==> src/rtl/sfif_regs.vh <==
// Purpose: Named constants for the serial flash instruction framing block.
// Assumes: Included by its bare name from the design file.
// Notes: Definitions only; no logic lives here.
`ifndef SFIF_REGS_VH
`define SFIF_REGS_VH

// Opcodes recognised by the framing logic.
`define SFIF_OP_WR_ENABLE 8'h06
`define SFIF_OP_WR_DISABLE 8'h04
`define SFIF_OP_STAT_LO 8'h05
`define SFIF_OP_STAT_HI 8'h35
`define SFIF_OP_STAT_WRITE 8'h01
`define SFIF_OP_PAGE_PROG 8'h02
`define SFIF_OP_SECT_ERASE 8'h20
`define SFIF_OP_BLK_ERASE 8'hD8
`define SFIF_OP_CHIP_ERASE_A 8'hC7
`define SFIF_OP_CHIP_ERASE_B 8'h60
`define SFIF_OP_PART_SHORT 8'hAB
`define SFIF_OP_MAKER_PART 8'h90
`define SFIF_OP_PART_LONG 8'h9F

// Frame geometry.
`define SFIF_LAST_BIT 3'h7
`define SFIF_ADDR_BYTES 9'h003
`define SFIF_PROG_MIN_BYTES 9'h004
`define SFIF_SWR_MIN_BYTES 9'h001
`define SFIF_BYTE_CNT_MAX 9'h1FF

// Status word bit positions.
`define SFIF_STAT_BUSY 0
`define SFIF_STAT_WPL 1

`endif

==> src/rtl/sfif_frame.v <==
// Purpose: Instruction framing front end of a serial flash on an SPI link.
// Assumes: Select, clock and data arrive asynchronously and are oversampled by i_clock.
// Notes: The array, protection and status storage live in a core outside this block.
// Overview of operation
// - Select falling starts a new instruction frame.
// - First eight bits after select falls form the opcode.
// - Serial input sampled on rising clock edges, most significant bit first.
// - Frame is opcode alone or with address, data or dummy bytes.
// - Select rising ends the frame and triggers completion actions.
// - Read instructions may end after any clocked bit.
// - Write, program or erase ending mid-byte is abandoned without changes.
// - While busy, every opcode except status read 05h is ignored.
// - Fixed maker code; part code for ABh, 90h; long code for 9Fh.
// - Write permission latch set by enable, cleared by reset and writes.
// - Opcode 04h is write disable, clearing the permission latch.
// - 05h returns status bits 7..0, 35h returns bits 15..8.
`timescale 1ns/10ps
`default_nettype none
`include "sfif_regs.vh"

module sfif_frame #(
  parameter [7:0] MAKER_CODE = 8'h5A,     // Arbitrary value.
  parameter [15:0] PART_CODE = 16'h2C3D   // Arbitrary value.
) (
  // Clock and reset.
  input wire i_clock,
  input wire i_reset_n,
  // SPI pins from the host.
  input wire i_select_n,
  input wire i_serial_clock,
  input wire i_serial_in_line,
  // SPI data output, two signals for the shared pin.
  output wire o_serial_out,
  output wire o_serial_out_en,
  // Core status, same clock domain; bit 0 is busy.
  input wire [15:0] i_status_bits,
  // Completed command to the core.
  output wire o_cmd_strobe,
  output wire [7:0] o_cmd_code,
  output wire [23:0] o_cmd_addr,
  output wire o_cmd_abort,
  // Staged data bytes for program and status write.
  output wire o_data_strobe,
  output wire [7:0] o_data_byte,
  // Latch state.
  output wire o_write_permission_latch
);

  localparam [4:0] ST_IDLE = 5'h01;
  localparam [4:0] ST_OPC = 5'h02;
  localparam [4:0] ST_ARG = 5'h04;
  localparam [4:0] ST_RESP = 5'h08;
  localparam [4:0] ST_IGN = 5'h10;

  // True for opcodes that alter the array or status and need byte alignment.
  function is_write_op;
    input [7:0] op;
    begin
      is_write_op = (op == `SFIF_OP_STAT_WRITE) || (op == `SFIF_OP_PAGE_PROG) ||
                    (op == `SFIF_OP_SECT_ERASE) || (op == `SFIF_OP_BLK_ERASE) ||
                    (op == `SFIF_OP_CHIP_ERASE_A) || (op == `SFIF_OP_CHIP_ERASE_B);
    end
  endfunction

  // True when the argument byte count suits a write-type opcode: a minimum for program and status write, an exact count otherwise.
  function args_ok;
    input [7:0] op;
    input [8:0] n;
    begin
      case (op)
        `SFIF_OP_STAT_WRITE: args_ok = (n >= `SFIF_SWR_MIN_BYTES);
        `SFIF_OP_PAGE_PROG: args_ok = (n >= `SFIF_PROG_MIN_BYTES);
        `SFIF_OP_SECT_ERASE: args_ok = (n == `SFIF_ADDR_BYTES);
        `SFIF_OP_BLK_ERASE: args_ok = (n == `SFIF_ADDR_BYTES);
        default: args_ok = (n == 9'h000);
      endcase
    end
  endfunction

  // Identification byte number idx for an id opcode.
  function [7:0] id_byte;
    input [7:0] op;
    input [8:0] idx;
    begin
      case (op)
        `SFIF_OP_PART_LONG: begin
          if (idx == 9'h000) id_byte = MAKER_CODE;
          else if (idx == 9'h001) id_byte = PART_CODE[15:8];
          else id_byte = PART_CODE[7:0];
        end
        `SFIF_OP_MAKER_PART: id_byte = idx[0] ? PART_CODE[7:0] : MAKER_CODE;
        default: id_byte = PART_CODE[7:0];
      endcase
    end
  endfunction

  reg sel_s1_ff, sel_s2_ff, sel_d_ff;
  reg sck_s1_ff, sck_s2_ff, sck_d_ff;
  reg din_s1_ff, din_s2_ff;
  reg [4:0] state_ff;
  reg [2:0] bit_cnt_ff;
  reg [6:0] shift_in_ff;
  reg [7:0] opcode_ff;
  reg [8:0] byte_cnt_ff;
  reg [8:0] resp_idx_ff;
  reg [23:0] addr_ff;
  reg [7:0] resp_ff;
  reg wpl_ff;
  reg sout_ff, sout_en_ff;
  reg cmd_strobe_ff, abort_ff, data_strobe_ff;
  reg [7:0] data_byte_ff;

  wire sel_fall = sel_d_ff & ~sel_s2_ff;
  wire sel_rise = ~sel_d_ff & sel_s2_ff;
  wire sck_rise = ~sck_d_ff & sck_s2_ff & ~sel_s2_ff;
  wire sck_fall = sck_d_ff & ~sck_s2_ff & ~sel_s2_ff;
  wire byte_done = sck_rise && (bit_cnt_ff == `SFIF_LAST_BIT);
  wire [7:0] new_byte = {shift_in_ff, din_s2_ff};
  wire busy = i_status_bits[`SFIF_STAT_BUSY];
  // Status word as seen by the host, with the latch merged in.
  wire [15:0] stat_word = {i_status_bits[15:2], wpl_ff, busy};

  // Two-stage synchronisers; the first stage feeds only the second.
  always @(posedge i_clock or negedge i_reset_n) begin
    if (!i_reset_n) begin
      sel_s1_ff <= 1'b1;
      sel_s2_ff <= 1'b1;
      sel_d_ff <= 1'b1;
      sck_s1_ff <= 1'b0;
      sck_s2_ff <= 1'b0;
      sck_d_ff <= 1'b0;
      din_s1_ff <= 1'b0;
      din_s2_ff <= 1'b0;
    end else begin
      sel_s1_ff <= i_select_n;
      sel_s2_ff <= sel_s1_ff;
      sel_d_ff <= sel_s2_ff;
      sck_s1_ff <= i_serial_clock;
      sck_s2_ff <= sck_s1_ff;
      sck_d_ff <= sck_s2_ff;
      din_s1_ff <= i_serial_in_line;
      din_s2_ff <= din_s1_ff;
    end
  end

  // Frame sequencer. Select edges take priority over clock edges, so a frame
  // that ends on the same sample as its last clock is closed, not extended.
  always @(posedge i_clock or negedge i_reset_n) begin
    if (!i_reset_n) begin
      state_ff <= ST_IDLE;
      bit_cnt_ff <= 3'h0;
      shift_in_ff <= 7'h00;
      opcode_ff <= 8'h00;
      byte_cnt_ff <= 9'h000;
      resp_idx_ff <= 9'h000;
      addr_ff <= 24'h000000;
      resp_ff <= 8'h00;
      wpl_ff <= 1'b0;
      cmd_strobe_ff <= 1'b0;
      abort_ff <= 1'b0;
      data_strobe_ff <= 1'b0;
      data_byte_ff <= 8'h00;
    end else begin
      cmd_strobe_ff <= 1'b0;
      abort_ff <= 1'b0;
      data_strobe_ff <= 1'b0;
      if (sel_fall) begin
        state_ff <= ST_OPC;
        bit_cnt_ff <= 3'h0;
        byte_cnt_ff <= 9'h000;
        resp_idx_ff <= 9'h000;
      end else if (sel_rise) begin
        state_ff <= ST_IDLE;
        // Reads need no completion, so they end on any bit.
        if (state_ff == ST_ARG && is_write_op(opcode_ff)) begin
          if (bit_cnt_ff != 3'h0) begin
            abort_ff <= 1'b1;
          end else if (args_ok(opcode_ff, byte_cnt_ff) && wpl_ff) begin
            cmd_strobe_ff <= 1'b1;
            wpl_ff <= 1'b0;
          end
        end else if (state_ff == ST_ARG && bit_cnt_ff == 3'h0 && byte_cnt_ff == 9'h000) begin
          if (opcode_ff == `SFIF_OP_WR_ENABLE) begin
            wpl_ff <= 1'b1;
          end else if (opcode_ff == `SFIF_OP_WR_DISABLE) begin
            wpl_ff <= 1'b0;
          end
        end
      end else if (sck_rise && state_ff != ST_IDLE) begin
        bit_cnt_ff <= bit_cnt_ff + 3'h1;
        shift_in_ff <= new_byte[6:0];
        if (byte_done) begin
          case (state_ff)
            ST_OPC: begin
              opcode_ff <= new_byte;
              if (busy && new_byte != `SFIF_OP_STAT_LO) begin
                state_ff <= ST_IGN;
              end else begin
                case (new_byte)
                  `SFIF_OP_STAT_LO: begin
                    resp_ff <= stat_word[7:0];
                    state_ff <= ST_RESP;
                  end
                  `SFIF_OP_STAT_HI: begin
                    resp_ff <= stat_word[15:8];
                    state_ff <= ST_RESP;
                  end
                  `SFIF_OP_PART_LONG: begin
                    resp_ff <= id_byte(new_byte, 9'h000);
                    resp_idx_ff <= 9'h001;
                    state_ff <= ST_RESP;
                  end
                  `SFIF_OP_WR_ENABLE, `SFIF_OP_WR_DISABLE, `SFIF_OP_PART_SHORT,
                  `SFIF_OP_MAKER_PART, `SFIF_OP_STAT_WRITE, `SFIF_OP_PAGE_PROG,
                  `SFIF_OP_SECT_ERASE, `SFIF_OP_BLK_ERASE, `SFIF_OP_CHIP_ERASE_A,
                  `SFIF_OP_CHIP_ERASE_B: begin
                    state_ff <= ST_ARG;
                  end
                  default: begin
                    state_ff <= ST_IGN;
                  end
                endcase
              end
            end
            ST_ARG: begin
              if (byte_cnt_ff != `SFIF_BYTE_CNT_MAX) begin
                byte_cnt_ff <= byte_cnt_ff + 9'h001;
              end
              if (opcode_ff == `SFIF_OP_STAT_WRITE ||
                  (opcode_ff == `SFIF_OP_PAGE_PROG && byte_cnt_ff >= `SFIF_ADDR_BYTES)) begin
                data_strobe_ff <= 1'b1;
                data_byte_ff <= new_byte;
              end else if (byte_cnt_ff < `SFIF_ADDR_BYTES) begin
                addr_ff <= {addr_ff[15:0], new_byte};
                if (byte_cnt_ff == `SFIF_ADDR_BYTES - 9'h001 &&
                    (opcode_ff == `SFIF_OP_PART_SHORT || opcode_ff == `SFIF_OP_MAKER_PART)) begin
                  resp_ff <= id_byte(opcode_ff, 9'h000);
                  resp_idx_ff <= 9'h001;
                  state_ff <= ST_RESP;
                end
              end
            end
            ST_RESP: begin
              // Status reads repeat the live status; id reads walk their bytes.
              if (opcode_ff == `SFIF_OP_STAT_LO) begin
                resp_ff <= stat_word[7:0];
              end else if (opcode_ff == `SFIF_OP_STAT_HI) begin
                resp_ff <= stat_word[15:8];
              end else begin
                resp_ff <= id_byte(opcode_ff, resp_idx_ff);
                if (resp_idx_ff != `SFIF_BYTE_CNT_MAX) begin
                  resp_idx_ff <= resp_idx_ff + 9'h001;
                end
              end
            end
            default: begin
              state_ff <= state_ff;
            end
          endcase
        end
      end else if (sck_fall && state_ff == ST_RESP) begin
        resp_ff <= {resp_ff[6:0], 1'b0};
      end
    end
  end

  // Output pin driver; it changes two to three system clocks after the host's falling
  // edge, so the host gets less than a half period of setup before its rising-edge sample.
  always @(posedge i_clock or negedge i_reset_n) begin
    if (!i_reset_n) begin
      sout_ff <= 1'b0;
      sout_en_ff <= 1'b0;
    end else if (sel_s2_ff) begin
      sout_en_ff <= 1'b0;
    end else if (sck_fall && state_ff == ST_RESP) begin
      sout_ff <= resp_ff[7];
      sout_en_ff <= 1'b1;
    end
  end

  assign o_serial_out = sout_ff;
  assign o_serial_out_en = sout_en_ff;
  assign o_cmd_strobe = cmd_strobe_ff;
  assign o_cmd_code = opcode_ff;
  assign o_cmd_addr = addr_ff;
  assign o_cmd_abort = abort_ff;
  assign o_data_strobe = data_strobe_ff;
  assign o_data_byte = data_byte_ff;
  assign o_write_permission_latch = wpl_ff;

endmodule // sfif_frame

`default_nettype wire

==> config.mk <==
export PLATFORM = sky130hd
export DESIGN_NAME = sfif_frame
export DESIGN_NICKNAME = d
export VERILOG_FILES = /design/src/rtl/sfif_frame.v
export VERILOG_INCLUDE_DIRS = /design/src /design/src/rtl
export SDC_FILE = /design/constraint.sdc
export NUM_CORES = 1
export LEC_CHECK = 0
export ABC_AREA = 1
export BUFFER_PORTS_ARGS = -buffer_cell sky130_fd_sc_hd__buf_2
export CORE_ASPECT_RATIO = 1.75
export CORE_MARGIN = 2
export CORE_UTILIZATION = 45
export DETAILED_ROUTE_END_ITERATION = 10
export HOLD_SLACK_MARGIN = 0.03
export PLACE_DENSITY = 0.67
export SLEW_MARGIN = 10
export SYNTH_ARGS = -nofsm -noshare
export SYNTH_HDL_FRONTEND = slang
export SYNTH_SLANG_ARGS = --single-unit
export TNS_END_PERCENT = 50
==> constraint.sdc <==
create_clock -name i_clock -period 2.8 [get_ports i_clock]
set_input_delay 0.14 -clock i_clock [delete_from_list [all_inputs] [get_ports i_clock]]
set_output_delay 0.14 -clock i_clock [all_outputs]
set_load 0.02 [all_outputs]
==> After elaboration in Yosys (flattened, before gate mapping) <==
Index checks and enable logic that the tools add are counted.
{ "op_classes": {"add_sub_neg": 3, "mul": 0, "n_div": 0, "magnitude_cmp": 4, "eq_ne": 58, "n_shift": 0, "muxes": 76, "n_bitwise": 13, "reduce_logical": 48} }
{ "op_table": {"columns": ["cell", "count"], "rows": [
  ["$mux W9", 18],
  ["$eq A8 B8 Y1 const B", 10],
  ["$mux W8", 9],
  ["$eq A8 B3 Y1 const B", 6],
  ["$pmux W8 S3", 2],
  ["$mux W5", 9],
  ["$eq A8 B6 Y1 const B", 4],
  ["$mux W1", 27],
  ["$pmux W9 S3", 1],
  ["$ne A3 B3 Y1 const B", 8],
  ["$mux W7", 3],
  ["$pmux W5 S2", 2],
  ["$add A9 B1 Y9 const B", 2],
  ["$eq A9 B2 Y1 const B", 2],
  ["$logic_not A9 Y1", 2],
  ["$ne A9 B9 Y1 const B", 2],
  ["$reduce_and A6 Y1", 3],
  ["$eq A8 B1 Y1 const B", 2],
  ["$eq A8 B2 Y1 const B", 2],
  ["$eq A8 B7 Y1 const B", 2],
  ["$pmux W8 S2", 1],
  ["$reduce_bool A2 Y1", 7],
  ["$ne A3 B2 Y1 const B", 4],
  ["$reduce_and A12 Y1", 1],
  ["35 further kinds", 73]
]} }
{ "word_totals": {"register_bits": 95, "latch_bits": 0, "ramBits": 0, "rom_bits": 0, "in_bits": 21, "output_inout_bits": 46, "wordCells": 225, "mem_count": 0} }

==> Depth between registers and ports, before layout <==
Gate-level depths: netlist (run 1).
{ "logic_depth": {"ltp_word": 16, "depth_mapped": 15, "depth_no_buf": 15} }

==> Worst setup path after synthesis (run 1) <==
No wires, ideal clock.
{ "synth_path": {"path_kind": "register to register", "from": "register sel_s2_ff", "to": "register addr_ff[18], in the netlist o_cmd_addr[18]", "setup_time_ns": 0.133, "t_arrival_ns": 2.019, "required_time_ns": 2.667, "path_slack_ns": 0.648, "stages_incl_launch_ff": 14, "n_path_buf": 3, "period_less_slack_ns": 2.152, "path_cell_list": "dfstp_2 inv_1 ha_1 buf_2 nor2_1 inv_1 nor2_4 inv_1 nor2_1 nand3_1 buf_6 buf_6 nand2_1 o21ai_0"} }
{ "synth_via": {"elab_chain_cells": 4, "word_cells_on_any_way": 9, "cone_classes": "bitwise (6); reduce/logical (3)"} }
{ "synth_rtl": {"columns": ["element", "line", "source"], "rows": [
  ["from (decl)", "sfif_frame.v:97", "reg sel_s1_ff, sel_s2_ff, sel_d_ff;"],
  ["from (signal assigned)", "sfif_frame.v:136", "sel_s2_ff <= sel_s1_ff;"],
  ["$not A1 Y1 (no line)", null, null],
  ["$and A1 B1 Y1", "sfif_frame.v:113", "wire sel_fall = sel_d_ff & ~sel_s2_ff;"],
  ["net sel_fall", "sfif_frame.v:113", null],
  ["$not A1 Y1 (no line)", null, null],
  ["$reduce_and A7 Y1 (no line)", null, null],
  ["to (signal assigned)", "sfif_frame.v:234", "addr_ff <= {addr_ff[15:0], new_byte};"],
  ["to (decl)", "sfif_frame.v:106", "reg [23:0] addr_ff;"]
]} }
The timed path passes the listed nets, and every way through them passes these cells.
A chain may end at the register's enable or synchronous reset.

==> Final worst setup path (run 1) <==
{ "layout_path": {"from": "register byte_cnt_ff[1]", "to": "register byte_cnt_ff[2]"} }
{ "layout_via": {"elab_chain_cells": 7, "word_cells_on_any_way": 10, "cone_classes": "add/sub (1); eq/ne (1); mux (6); reduce/logical (2)"} }
{ "layout_rtl": {"columns": ["element", "line", "source"], "rows": [
  ["from (decl)", "sfif_frame.v:104", "reg [8:0] byte_cnt_ff;"],
  ["from (signal assigned)", "sfif_frame.v:227", "byte_cnt_ff <= byte_cnt_ff + 9'h001;"],
  ["$add A9 B1 Y9", "sfif_frame.v:227", null],
  ["$mux W9", "sfif_frame.v:226", "if (byte_cnt_ff != `SFIF_BYTE_CNT_MAX) begin"],
  ["$mux W9", "sfif_frame.v:193", "case (state_ff)"],
  ["$mux W9", "sfif_frame.v:192", "if (byte_done) begin"],
  ["$mux W9", "sfif_frame.v:189", "end else if (sck_rise && state_ff != ST_IDLE) begin"],
  ["$mux W9", "sfif_frame.v:172", "end else if (sel_rise) begin"],
  ["$mux W9", "sfif_frame.v:167", "if (sel_fall) begin"]
]} }
Parallel ways exist; a longest one is shown, timed or not. The select of a mux whose other input is x is not followed.

==> results.md, run 1 <==
Clocking:
- The clock-pin slew on the worst setup and hold paths is 0.07 ns.
- The CTS tree is yes.
- In this run, post-CTS hold repair placed 4 buffers.
- In this run, post-CTS repair resized a total of 0 instances.
- CTS placed an instance of sky130_fd_sc_hd__clkbuf_16 at the clock tree root.
- The buffer count from post-CTS setup fixing is 0.
- The number of sinks on the clock net is 95.
- In this run the number of H-tree levels came out at 3.
- The insertion delay of the later-clocked pin in the worst-skew pair is 0.35 ns.
- In this run the deepest clock path goes through 2 buffers.
- The number of buffers created by CTS is 9.

Power and ir drop:
- The internal cell power is 0.00240 W.
- Across the VDD grid, the largest voltage drop is 0.353 mV.
- Of the total power, the share spent switching nets is 0.314.
- The share of total power dissipated in combinational logic is 0.180.
- The fraction of power consumed by the clock network is 0.374.
- The relative contribution of sequential cells to total power is 0.445.
- The power after layout is 0.00349 W.
- For this design the total switching power over the nets is 0.00110 W.
- The cell area power density is 534 nW/µm².
- The cell leakage power is 3.31 nW.

Worst setup path:
- STA classifies the critical path startpoint as a flip-flop.
- The category of the critical setup timing path is flip-flop to flip-flop.
- The maximum net fanout on the critical path is 10.
- The launching point of the worst reg2reg path is byte_cnt_ff[1].
- At the worst endpoint, the required time is 3.04 ns.
- The element type at the critical path end is a flip-flop.
- The worst setup path startpoint is byte_cnt_ff[1].
- Data arrives at the worst endpoint at 2.62 ns.

Final layout:
- For this run, the post-layout net count is 883.
- Relative to the synthesized area, the layout overhead comes to 14.7%.
- Of the cells placed in the final design, the portion with a size suffix greater than 1 is 0.182.
- Once layout is done, the placed cells without fillers occupy 6550 µm².
- Across the whole layout, storage elements account for 2380 µm².
- The number of antenna diodes in the final layout is 0.
- Counting the fill cells in the layout gives 1275.
- Summing all multi-input logic gate instances after layout gives 2830 µm².

STA:
- For the final routed database, the setup TNS stands at 0 ns.
- The final worst clock skew is 0.00692 ns.
- In this run the tightest slew margin relative to its limit is 0.617.
- The highest clock rate is 419 MHz.
- The minimum clock period is 2.39 ns.
- Setup violations remaining at the end of the flow were counted as 0.
- Setup repair after global routing left no endpoint under its margin.
- The number of pins exceeding their max-slew limit in the final report is 0.
- The final number of hold-violating endpoints came to 0.
- After layout, the worst setup slack is 0.411 ns.
- The slew at the pin closest to its max-slew limit is 0.573 ns.
- The portion of the clock cycle consumed by the worst path in the final layout is 0.853.

Synthesis:
- Yosys attributes the largest share of cell area to sky130_fd_sc_hd__dfrtp_1 40%, sky130_fd_sc_hd__nand2_1 15%, sky130_fd_sc_hd__inv_1 6.4%.
- The commonest cells after synthesis are 229 x sky130_fd_sc_hd__nand2_1, 97 x sky130_fd_sc_hd__inv_1, 95 x sky130_fd_sc_hd__nor2_1, 91 x sky130_fd_sc_hd__dfrtp_1, 57 x sky130_fd_sc_hd__o21ai_0.
- When the netlist entered floorplanning its net count stood at 813.
- The most frequent cell after synthesis is sky130_fd_sc_hd__nand2_1.
- The cell area after synthesis is 5710 µm².
- The synthesized area per cell is 7.33 µm².
- The netlist uses 42 different library cells.
- The main flop type after synthesis is sky130_fd_sc_hd__dfrtp_1.
- The proportion of synthesized flip-flops having asynchronous set or reset is 1.00.
- Of the synthesized area, sequential elements account for 0.418.
- In the synthesized netlist, the number of instances is 778.
- Yosys mapped a number of flops with a built-in enable equal to 0.
- Synthesis inferred 95 register bits.
- The largest area contributor in the netlist is sky130_fd_sc_hd__dfrtp_1.
- The count of synthesis-stage warnings from yosys is 0.
- Of the post-synthesis cell area, the dominant cell type holds 0.399.

Routing:
- The number of detailed-route iterations in the first pass is 5.
- The residual antenna-violating net count after detailed routing is 0.
- In the routed design, unresolved DRC markers number 0.
- The via count is 5096.
- Using the TritonRoute via totals, the vias-per-cell ratio works out to 4.99.
- The first-iteration detailed-routing DRC count is 285.
- Wires add up to 14400 µm.
- The average detailed-routed wire length per instance is 14.1 µm.

Place:
- The final RePlAce weighted congestion is 0.970.
- Summed over all nets, the half-perimeter wirelength after detailed placement is 11100 µm.
- Before CTS, the worst setup slack after placement is 0.431 ns.
- In this run the cell area measured after placement is 6190 µm².
- In this run the tool buffered the top-level ports with 65 buffer cells.

Job:
- Across the run, the number of max-cap violations was 0.

Global routing:
- The most crowded layer after global routing is met2.
- The initial antenna violation count is 0.
- The via count of the first global-routing pass is 4995.
- The largest net degree at the start of global routing is 56.
- The first global-routing pass estimated 24000 µm of wire.
- For this run, global-route usage on met3 was measured as 0.0319.
- The sum of overflow across all layers after global routing is 0.
- The routing usage on met2 is 0.390.
- For this run, global-route usage on met1 was measured as 0.253.
- The global router's overall resource usage is 0.224.

Outcome:
- The run finished with clean final reports.

Floorplanning:
- The die covers 13600 µm².
- After floorplanning, the core was divided into 54 placement rows.
- For this configuration, the core starts out at a cell density of 0.459.
- The die outline width is 89.1 µm.
- The region available for standard cell placement spans 12400 µm².
- The boundary pin count is 67.
- The die is 153 µm tall.

Hold path:
- The class of the tightest hold or removal check is input pin to flip-flop.
- The startpoint of the worst hold path is i_status_bits[15].
-- worst paths after layout --
| path | slack (ns) | cells past startpoint | end |
|---|---|---|---|
| hold reg to reg | 0.35 | 0 | sck_s2_ff |
| max in group asynchronous | 1.76 | 3 | state_ff[0] |
| setup / recovery | 0.41 | 12 | byte_cnt_ff[2] |
| setup reg to reg | 0.41 | 12 | byte_cnt_ff[2] |
| hold / removal | 0.26 | 7 | resp_ff[7] |
| min in group asynchronous | 0.31 | 2 | byte_cnt_ff[2] |
-- state kept, by name, indices dropped and copies added (netlist names), 3 cells and up --
| signal | flops |
|---|---|
| shift_in_ff | 7 |
| byte_cnt_ff | 9 |
| o_cmd_code | 8 |
| state_ff | 5 |
| resp_ff | 8 |
| o_cmd_addr | 24 |
| resp_idx_ff | 9 |
| bit_cnt_ff | 3 |
| o_data_byte | 8 |
-- metal layers --
metal  up-vias  share of wire
li1       2606              -
met1      2327           0.40
met2       125           0.52
met3        38          0.032
met4         0          0.049
met5         -              0
-- layout by cell type, fill, tap and decap left out, types with 3 or more instances in the layout --
master	synthesis	routed
sky130_fd_sc_hd__inv_8	0	3
sky130_fd_sc_hd__xor2_1	4	4
sky130_fd_sc_hd__xnor2_1	3	3
sky130_fd_sc_hd__dfrtp_1	91	91
sky130_fd_sc_hd__or2_2	5	5
sky130_fd_sc_hd__inv_2	6	6
sky130_fd_sc_hd__nor2_1	95	95
sky130_fd_sc_hd__o31ai_1	5	5
sky130_fd_sc_hd__buf_2	6	64
sky130_fd_sc_hd__nor4_1	3	3
sky130_fd_sc_hd__o21ai_1	7	7
sky130_fd_sc_hd__nand3_2	4	4
sky130_fd_sc_hd__o211ai_1	4	4
sky130_fd_sc_hd__nand4_1	12	12
sky130_fd_sc_hd__o21ai_2	17	17
sky130_fd_sc_hd__ha_1	14	14
sky130_fd_sc_hd__a21oi_1	12	12
sky130_fd_sc_hd__nor2_4	8	8
sky130_fd_sc_hd__clkbuf_16	0	9
sky130_fd_sc_hd__o21ai_0	57	57
sky130_fd_sc_hd__nor2_2	6	6
sky130_fd_sc_hd__nand2_1	229	229
sky130_fd_sc_hd__dlygate4sd3_1	0	4
sky130_fd_sc_hd__nand3_1	40	40
sky130_fd_sc_hd__dfstp_2	4	4
sky130_fd_sc_hd__nand2_2	10	10
sky130_fd_sc_hd__nor3_1	13	13
sky130_fd_sc_hd__buf_4	0	6
sky130_fd_sc_hd__inv_1	97	97
-- kinds of logic (layout without fill, tap and decap cells) --
kind of cell | Yosys count | in the layout | synth area share
adder cells (fa/ha/maj) | 14 | 14 | 0.0307
XOR/XNOR | 7 | 7 | 0.0107
AO/OA/AOI/OAI | 109 | 109 | 0.115
buffers and inverters | 119 | 194 | 0.0868
AND/OR/NAND/NOR | 434 | 434 | 0.339
flip-flops | 95 | 95 | 0.418
-- stage by stage --
stage / hold WS (ns) / cells / utilization
final: 0.264 / 1021 / 0.527
after global routing: 0.305 / 1021 / 0.527
after CTS: 0.262 / 1021 / 0.527
after detailed placement: 0.168 / 1001 / 0.498
after global placement: 0.169 / 1001 / 0.498
after floorplan: -0.156 / 778 / -
-- layout make-up --
type,count,share of cell area
multi-input combinational,564,0.432
clock buffer,9,0.0344
tap,168,0.0321
timing repair buffer,75,0.0650
sequential,95,0.364
clock inverter,7,0.0136
inverter,103,0.0591
-- power groups by stage --
stage	Clock, W	Combinational, W	Sequential (W)
after floorplan	0	0.000451	0.00157
after global placement	0	0.000621	0.00158
after detailed placement	0	0.000628	0.00158
after CTS	0.00132	0.000636	0.00156
after global routing	0.00138	0.000732	0.00157
final	0.00131	0.000630	0.00156
-- worst max-delay path, cell delays in order, from the launching register on --
cell and delay (ns):
sky130_fd_sc_hd__dfrtp_1 0.44, sky130_fd_sc_hd__ha_1 0.20, sky130_fd_sc_hd__inv_1 0.09, sky130_fd_sc_hd__nor3_1 0.34
sky130_fd_sc_hd__nand4_1 0.21, sky130_fd_sc_hd__nor2_1 0.15, sky130_fd_sc_hd__ha_1 0.17, sky130_fd_sc_hd__o21ai_1 0.07
sky130_fd_sc_hd__nand2_1 0.15, sky130_fd_sc_hd__nor2_4 0.08, sky130_fd_sc_hd__inv_2 0.14, sky130_fd_sc_hd__o21ai_0 0.08
sky130_fd_sc_hd__nor3b_2 0.15
Power figures use the tool's default switching activity.
==> inputs of run 2 (changes only) <==
SETUP_SLACK_MARGIN = 0.5   (was unset)
==> run 2 against run 1 <==
Combinational power up 2%. Flip-flop and latch count unchanged. Register-to-register slack better by 0.23 ns. Clock-buffer cell count unchanged. Clock power about the same. Final area up 1.6%. Critical path depth unchanged. Critical path type unchanged.
==> results.md, run 2 (synthesis gave the netlist of run 1 again) <==
Job:
- The max capacitance violation total was 0 (unchanged).

Final layout:
- The number of fill cells is 1268 (-0.55%).
- The number of inserted diodes came to 0 (unchanged).
- The number of flip-flops under the largest register name came to 24 (unchanged).
- The library cell used most frequently in the layout, excluding fill and tap cells, is sky130_fd_sc_hd__nand2_1.
- The share of layout cells above drive strength 1 is 0.200 (+0.0178).
- The combined area of the multi-input logic cells came to 2850 µm² (+0.84%).
- The net count reported at finish is 892 (+1.0%).
- The area used by sequential logic in the layout is 2380 µm² (unchanged).
- Compared with the post-synthesis result, the final layout area differs by 16.6%.
- In the layout the commonest cells are 229 x sky130_fd_sc_hd__nand2_1, 94 x sky130_fd_sc_hd__inv_1, 92 x sky130_fd_sc_hd__nor2_1.
- The count of placed standard cells in the final layout, fillers left out is 1030 (+0.88%).

Clocking:
- The number of buffers created by CTS came to 9 (unchanged).
- The buffer levels on the longest clock path came to 2 (unchanged).
- The CTS tree is yes.
- The clock-pin slew on the worst setup and hold paths came to 0.07 ns (about the same).
- The number of sinks on the clock net is 95 (unchanged).
- The CTS H-tree depth is 3 (unchanged).
- The cell sitting at the root of the clock tree is a sky130_fd_sc_hd__clkbuf_16.
- The insertion delay of the later-clocked pin in the worst-skew pair was 0.35 ns (about the same).

Worst setup path:
- The worst setup path is of the flip-flop to flip-flop kind.
- In this run the critical register-to-register path is launched from byte_cnt_ff[1].
- The flop-to-flop setup slack is 0.64 ns (+0.23 ns).
- The maximum net fanout on the critical path is 10 (unchanged).
- The path depth of the worst reg2reg path is 12 (unchanged).
- The worst path required time is 3.03 ns (about the same).
- The worst setup path is captured at a flip-flop.
- The data arrival time of the critical path came to 2.39 ns (-0.23 ns).
- The critical path startpoint category is a flip-flop.
- The end of the worst register-to-register path is byte_cnt_ff[2].

Global routing:
- The via count of the first global-routing pass is 4999 (+0.080%).
- The initial antenna violation count was 0 (unchanged).
- The sum of overflow across all layers after global routing is 0 (unchanged).
- The global-route wire length before repair is 24000 µm (+0.17%).
- The global router's overall resource usage is 0.224 (+0.000325).
- The largest net degree at the start of global routing is 56 (unchanged).

Hold path:
- The startpoint of the worst hold path is i_status_bits[15].
- The number of cells on the worst hold path is 7 (unchanged).
- The worst hold path terminates at resp_ff[7].
- The class of the tightest hold or removal check is input pin to flip-flop.

STA:
- The final setup violation count was 0 (unchanged).
- The sum of negative setup slack came to 0 ns (unchanged).
- The minimum clock period came to 2.16 ns (-0.231 ns).
- The highest clock rate was 464 MHz (+11%).
- The slew at the pin closest to its max-slew limit is 0.554 ns (-0.0187 ns).
- The worst slew margin relative to its limit is 0.631 (+0.0136).
- The portion of the clock cycle consumed by the worst path in the final layout is 0.770 (-0.0826).
- The final worst clock skew is 0.00783 ns (+0.000909 ns).
- The final number of hold-violating endpoints is 0 (unchanged).
- The worst slack on hold paths was 0.265 ns (+0.000526 ns).
- Setup repair after global routing could not meet its margin everywhere.
- The smallest setup slack after layout was 0.643 ns (+0.231 ns).
- The number of pins exceeding their max-slew limit in the final report came to 0 (unchanged).

Routing:
- The number of remaining DRC errors was 0 (unchanged).
- The detailed route wirelength on metal2 is 7670 µm (+1.8%).
- The detail-routed via count per cell is 5.00 (+0.22%).
- The met1 layer wirelength in the final routing is 5680 µm (-0.18%).
- The via count is 5152 (+1.1%).
- The final routed wirelength across all metal layers was 14500 µm (+0.74%).
- The uppermost metal layer occupied by signal nets is met4.
- The residual antenna-violating net count after detailed routing is 0 (unchanged).
- The first-iteration detailed-routing DRC count is 231 (-19%).
- The number of detailed-route iterations in the first pass is 5 (unchanged).
- The average detailed-routed wire length per instance came to 14.1 µm (-0.14%).
- The total met3 wirelength after detailed routing came to 441 µm (-3.5%).

Floorplanning:
- The die outline width was 89.1 µm (unchanged).
- The height of the die is 153 µm (unchanged).
- The full die area is 13600 µm² (unchanged).
- The effective utilization at floorplan is 0.459 (unchanged).
- The area inside the core boundary was 12400 µm² (unchanged).
- The boundary pin count is 67 (unchanged).
- The number of placement rows is 54 (unchanged).

Power and ir drop:
- The peak supply drop was 0.352 mV (-0.38%).
- The cell leakage power is 3.36 nW (+1.7%).
- The cell area power density is 526 nW/µm² (-1.4%).

Place:
- The count of buffers inserted at the top-level ports is 65 (unchanged).
- The post-detailed-placement half-perimeter wirelength came to 11100 µm (unchanged).
- The final RePlAce weighted congestion was 0.970 (unchanged).
- The cell count after placement is 1001 (unchanged).
- The worst slack after detailed placement is 0.431 ns (unchanged).

Outcome:
- The flow ran to the end, and the final reports show no timing, DRC or antenna violations.
[run 2: cell types whose count changed in the layout (fill, tap and decap cells not counted)]
cell | before | now
sky130_fd_sc_hd__nand3_1 | 40 | 39
sky130_fd_sc_hd__nand3_2 | 4 | 5
sky130_fd_sc_hd__inv_1 | 97 | 94
sky130_fd_sc_hd__clkinvlp_4 | 1 | 2
sky130_fd_sc_hd__nor2_1 | 95 | 92
sky130_fd_sc_hd__buf_4 | 6 | 14
sky130_fd_sc_hd__o21ai_1 | 7 | 8
sky130_fd_sc_hd__nor3_4 | 1 | 2
sky130_fd_sc_hd__buf_12 | 1 | 2
sky130_fd_sc_hd__nor2_2 | 6 | 9
sky130_fd_sc_hd__nor3_1 | 13 | 12
sky130_fd_sc_hd__inv_2 | 6 | 8
sky130_fd_sc_hd__o21ai_0 | 57 | 56
[run 2: power breakdown]
group / internal [W] / switching, W
Clock: 0.000715 / 0.000586
Sequential: 0.00147 / 0.0000845
Combinational: 0.000217 / 0.000426
Total: 0.00241 / 0.00110
[run 2: worst max-delay path, stage by stage, from the launching register on]
cell and delay [ns]:
sky130_fd_sc_hd__dfrtp_1 0.44, sky130_fd_sc_hd__ha_1 0.22, sky130_fd_sc_hd__inv_2 0.08, sky130_fd_sc_hd__nor3_4 0.17, sky130_fd_sc_hd__nand4_1 0.16, sky130_fd_sc_hd__nor2_1 0.14, sky130_fd_sc_hd__ha_1 0.17, sky130_fd_sc_hd__o21ai_1 0.07
sky130_fd_sc_hd__nand2_1 0.15, sky130_fd_sc_hd__nor2_4 0.07, sky130_fd_sc_hd__inv_2 0.14, sky130_fd_sc_hd__o21ai_0 0.08, sky130_fd_sc_hd__nor3b_2 0.16
[run 2: per-stage QoR]
step	instance area (µm²)	power, W	util
floorplan	5710	0.00202	-
global placement	6190	0.00220	0.498
detailed placement	6190	0.00221	0.498
CTS	6560	0.00351	0.527
global route	6650	0.00370	0.535
finish	6650	0.00350	0.535
[run 2: final cells by class]
class                   instances  area share
multi-input cells             564       0.429
flip-flops and latches         95       0.358
repair buffers                 84      0.0760
inverters                     103      0.0587
clock buffers                   9      0.0338
well taps                     168      0.0316
clock inverters                 7      0.0134
[run 2: how the worst max path moves through the flow]
stage                   startpoint              to  slack, ns  cells past startpoint
floorplan                sel_s2_ff  o_cmd_addr[18]       0.65                     13
global placement         sel_s2_ff  o_data_byte[1]       0.47                      6
detailed placement       sel_s2_ff  o_data_byte[7]       0.43                      6
CTS                      sel_s2_ff  o_cmd_addr[11]       0.48                     10
global route        byte_cnt_ff[0]  byte_cnt_ff[2]       0.45                     12
finish              byte_cnt_ff[1]  byte_cnt_ff[2]       0.64                     12
[run 2: metal layers]
layer	vias up	global-route usage
li1	2627	-
met1	2381	0.254
met2	106	0.390
met3	38	0.0319
met4	0	0.121
met5	-	0
[run 2: what timing repair did]
item,CTS,global route
pin swaps,0,5
resized for setup,2,12
hold buffers,4,0
setup buffers,0,9
hold endpoints to repair,43,0
gates cloned,0,0
endpoints found under the setup margin,11,62
==> inputs of run 3 (changes only) <==
ABC_AREA = 0   (was 1)
PLACE_DENSITY = 0.7   (was 0.67)
clock period = 1.9 ns   (was 2.8 ns; I/O delays follow)
==> run 3 against run 2 <==
Largest cell class unchanged. First-iteration DRC count is 61% higher. The run now ends with setup timing left. Sequential share of layout area is 5.3 points lower. Critical endpoint is now resp_ff[1]. Critical path type unchanged. Flip-flop and latch count stayed put.
==> results.md, run 3 <==
Job:
- The max capacitance violation total is 0 (unchanged).

Routing:
- The detail-routed via count per cell was 6.00 (+20%).
- The via count came to 5348 (+3.8%).
- The number of detailed-route iterations in the first pass was 7 (+2).
- The final routed wirelength across all metal layers came to 18100 µm (+25%).
- The residual antenna-violating net count after detailed routing is 0 (unchanged).
- The average detailed-routed wire length per instance came to 20.2 µm (+44%).
- The number of remaining DRC errors is 0 (unchanged).
- The first-iteration detailed-routing DRC count is 372 (+61%).

Synthesis:
- The cell count after synthesis is 525 (-33%).
- The area share of the leading cell type in the synthesized netlist came to 0.430 (+0.0310).
- The main flop type after synthesis is sky130_fd_sc_hd__dfrtp_1.
- The net count after synthesis is 560 (-31%).
- The cell area after synthesis is 5290 µm² (-7.2%).
- The post-synthesis register bit count is 95 (unchanged).
- Sorting the synthesized cells by how often they occur yields 91 x sky130_fd_sc_hd__dfrtp_1, 58 x sky130_fd_sc_hd__mux2_2, 39 x sky130_fd_sc_hd__nand2_1, 33 x sky130_fd_sc_hd__nor2_1, 22 x sky130_fd_sc_hd__inv_1.
- The synthesized area per cell was 10.1 µm² (+37%).
- After synthesis, the cell types taking the most area are sky130_fd_sc_hd__dfrtp_1 43%, sky130_fd_sc_hd__mux2_2 12%, sky130_fd_sc_hd__ha_1 3.3%.
- sky130_fd_sc_hd__dfrtp_1 takes more of the synthesized area than any other cell.
- The proportion of synthesized flip-flops having asynchronous set or reset is 1.00 (unchanged).
- The number of enable flip-flop cells after synthesis is 0 (unchanged).
- The most frequent cell after synthesis is sky130_fd_sc_hd__dfrtp_1.
- The count of distinct cell types in the synthesized netlist is 72 (+71%).
- The count of synthesis-stage warnings from yosys came to 0 (unchanged).
- The sequential cell area fraction in the yosys report is 0.450 (+0.0325).

Global routing:
- The global router's overall resource usage is 0.292 (+0.0677).
- The initial antenna violation count is 0 (unchanged).
- The sum of overflow across all layers after global routing was 0 (unchanged).
- The global-route wire length before repair came to 28500 µm (+18%).
- The largest net degree at the start of global routing is 37 (-34%).
- The via count of the first global-routing pass is 5712 (+14%).

Hold path:
- The worst hold path belongs to the class input pin to async pin.

Worst setup path:
- The category of the critical setup timing path is flip-flop to flip-flop.
- The worst setup path is captured at a flip-flop.
- The data arrival time of the critical path is 2.81 ns (+0.42 ns).
- The worst path required time is 2.13 ns (-0.90 ns).
- The worst setup path is launched from a flip-flop.
- The delay contributed by the slowest stage of the critical path was 0.44 ns (about the same).
- The maximum net fanout on the critical path was 8 (-2).
- Traced cell by cell, the critical path runs through ha_2, ha_4, or4bb_1, a221o_2, or2_4, o31ai_4, buf_6, mux2_2.
- The cell with the biggest individual delay on the critical path is sky130_fd_sc_hd__or4bb_1.

Final layout:
- The net count reported at finish is 787 (-12%).
- In the layout the commonest cells are 158 x sky130_fd_sc_hd__buf_4, 90 x sky130_fd_sc_hd__dfrtp_1, 64 x sky130_fd_sc_hd__buf_2.
- The share of layout cells above drive strength 1 was 0.502 (+0.302).
- The area used by sequential logic in the layout is 2380 µm² (about the same).
- The area growth from synthesis to layout is 47.6%.
- The combined area of the multi-input logic cells is 3120 µm² (+9.5%).
- The number of flip-flops under the largest register name is 24 (unchanged).
- The number of fill cells came to 870 (-31%).
- The number of inserted diodes was 0 (unchanged).
- The final design utilization came to 0.678 (+0.143).
- The library cell used most frequently in the layout, excluding fill and tap cells, is sky130_fd_sc_hd__buf_4.

Clocking:
- The root buffer cell chosen for the clock tree is sky130_fd_sc_hd__clkbuf_16.
- The insertion delay of the later-clocked pin in the worst-skew pair is 0.34 ns (about the same).
- The number of buffers created by CTS is 9 (unchanged).
- The number of sinks on the clock net is 95 (unchanged).
- The buffer levels on the longest clock path is 2 (unchanged).
- The CTS H-tree depth is 3 (unchanged).
- The CTS tree is yes.
- The clock-pin slew on the worst setup and hold paths is 0.07 ns (about the same).

Place:
- The post-detailed-placement half-perimeter wirelength came to 13500 µm (+22%).
- The count of buffers inserted at the top-level ports was 65 (unchanged).
- The final RePlAce weighted congestion is 0.986 (+1.6%).

Power and ir drop:
- The peak supply drop is 0.729 mV (+110%).
- The cell area power density is 725 nW/µm² (+38%).
- The power after layout is 0.00566 W (+62%).
- The cell leakage power is 3.73 nW (+11%).

STA:
- The slew at the pin closest to its max-slew limit came to 0.619 ns (+0.0646 ns).
- The worst slew margin relative to its limit is 0.588 (-0.0431).
- The final number of hold-violating endpoints came to 0 (unchanged).
- The highest clock rate was 388 MHz (-16%).
- Setup repair after global routing could not meet its margin everywhere.
- The final worst clock skew is 0.00584 ns (-0.00199 ns).
- The smallest setup slack after layout was -0.679 ns (-1.32 ns).
- The final setup violation count is 84 (+84).
- The minimum clock period is 2.58 ns (+0.422 ns).
- The number of pins exceeding their max-slew limit in the final report is 0 (unchanged).
- The portion of the clock cycle consumed by the worst path in the final layout is 1.36 (+0.587).

Floorplanning:
- The number of placement rows came to 52 (-3.7%).
- The height of the die is 147 µm (-3.6%).
- The full die area is 12700 µm² (-7.0%).
- The effective utilization at floorplan is 0.460 (+0.000754).
- The boundary pin count is 67 (unchanged).
- The die outline width is 86.0 µm (-3.5%).
- The area inside the core boundary is 11500 µm² (-7.4%).

Outcome:
- The run finished, with violations left.
- The checks that failed: setup timing.
run 3: metrics by stage:
step                setup WS (ns)  setup TNS (ns)  instances  hold slack (ns)  instance area, µm²
floorplan                  -0.793          -22.00        525           -0.201                5410
global placement           -0.641          -31.45        863           0.0817                7040
detailed placement         -0.708          -33.81        863           0.0902                7040
CTS                        -0.638          -28.63        887            0.277                7680
global route               -0.721          -32.03        892            0.328                7810
finish                     -0.679          -28.16        892            0.270                7810
run 3: area by class of cell:
type,instances,share of cell area
multi-input combinational,381,0.400
tap,135,0.0216
clock buffer,11,0.0298
inverter,23,0.0111
sequential,95,0.305
clock inverter,5,0.00817
timing repair buffer,242,0.224
run 3: worst max-delay path, delay by kind of cell, from the launching register on:
kind	cells	cell delay, ns
buffers and inverters	1	0.17
adder cells (fa/ha/maj)	2	0.35
multiplexers	1	0.34
AO/OA/AOI/OAI	2	0.56
AND/OR/NAND/NOR	2	0.70
flip-flops	1	0.35
run 3: metal layers:
| layer | GRT usage | wire [µm] | vias to the layer above |
|---|---|---|---|
| met1 | 0.302 | 6330 | 2616 |
| met2 | 0.523 | 9580 | 231 |
| met5 | 0 | 0 | - |
| met4 | 0.212 | 1380 | 0 |
| met3 | 0.0380 | 772 | 92 |
| li1 | - | - | 2409 |
run 3: power by group:
| part | total [W] | switching [W] | leakage, nW | internal (W) |
|---|---|---|---|---|
| Sequential | 0.00229 | 0.000124 | 1.26 | 0.00216 |
| Combinational | 0.00155 | 0.000790 | 2.33 | 0.000761 |
| Clock | 0.00182 | 0.000791 | 0.141 | 0.00103 |
run 3: final timing paths:
kind	end	slack (ns)	cells after the start	startpoint
min in group i_clock	resp_ff[6]	0.33	4	i_status_bits[6]
min	byte_cnt_ff[8]	0.27	2	i_reset_n
max	resp_ff[1]	-0.68	8	bit_cnt_ff[1]
min reg2reg	din_s2_ff	0.35	0	din_s1_ff
max reg2reg	resp_ff[1]	-0.68	8	bit_cnt_ff[1]
max in group asynchronous	state_ff[0]	0.90	3	i_reset_n
run 3: kinds of logic after synthesis:
logic type	share of synthesized area
AOI/OAI and AO/OA	0.156
xor gates and xnor gates	0.00827
adders and majority gates	0.0331
buffers and inverters	0.0378
DFF	0.450
muxes	0.123
and+or+nand+nor	0.191
run 3: timing repair:
action / CTS / global route
hold buffers: 4 / 0
gates resized for setup: 66 / 21
pin swaps: 27 / 9
buffers inserted: 4 / 4
hold endpoints to repair: 33 / 0
setup endpoints to repair: 87 / 87
gates cloned: 0 / 1
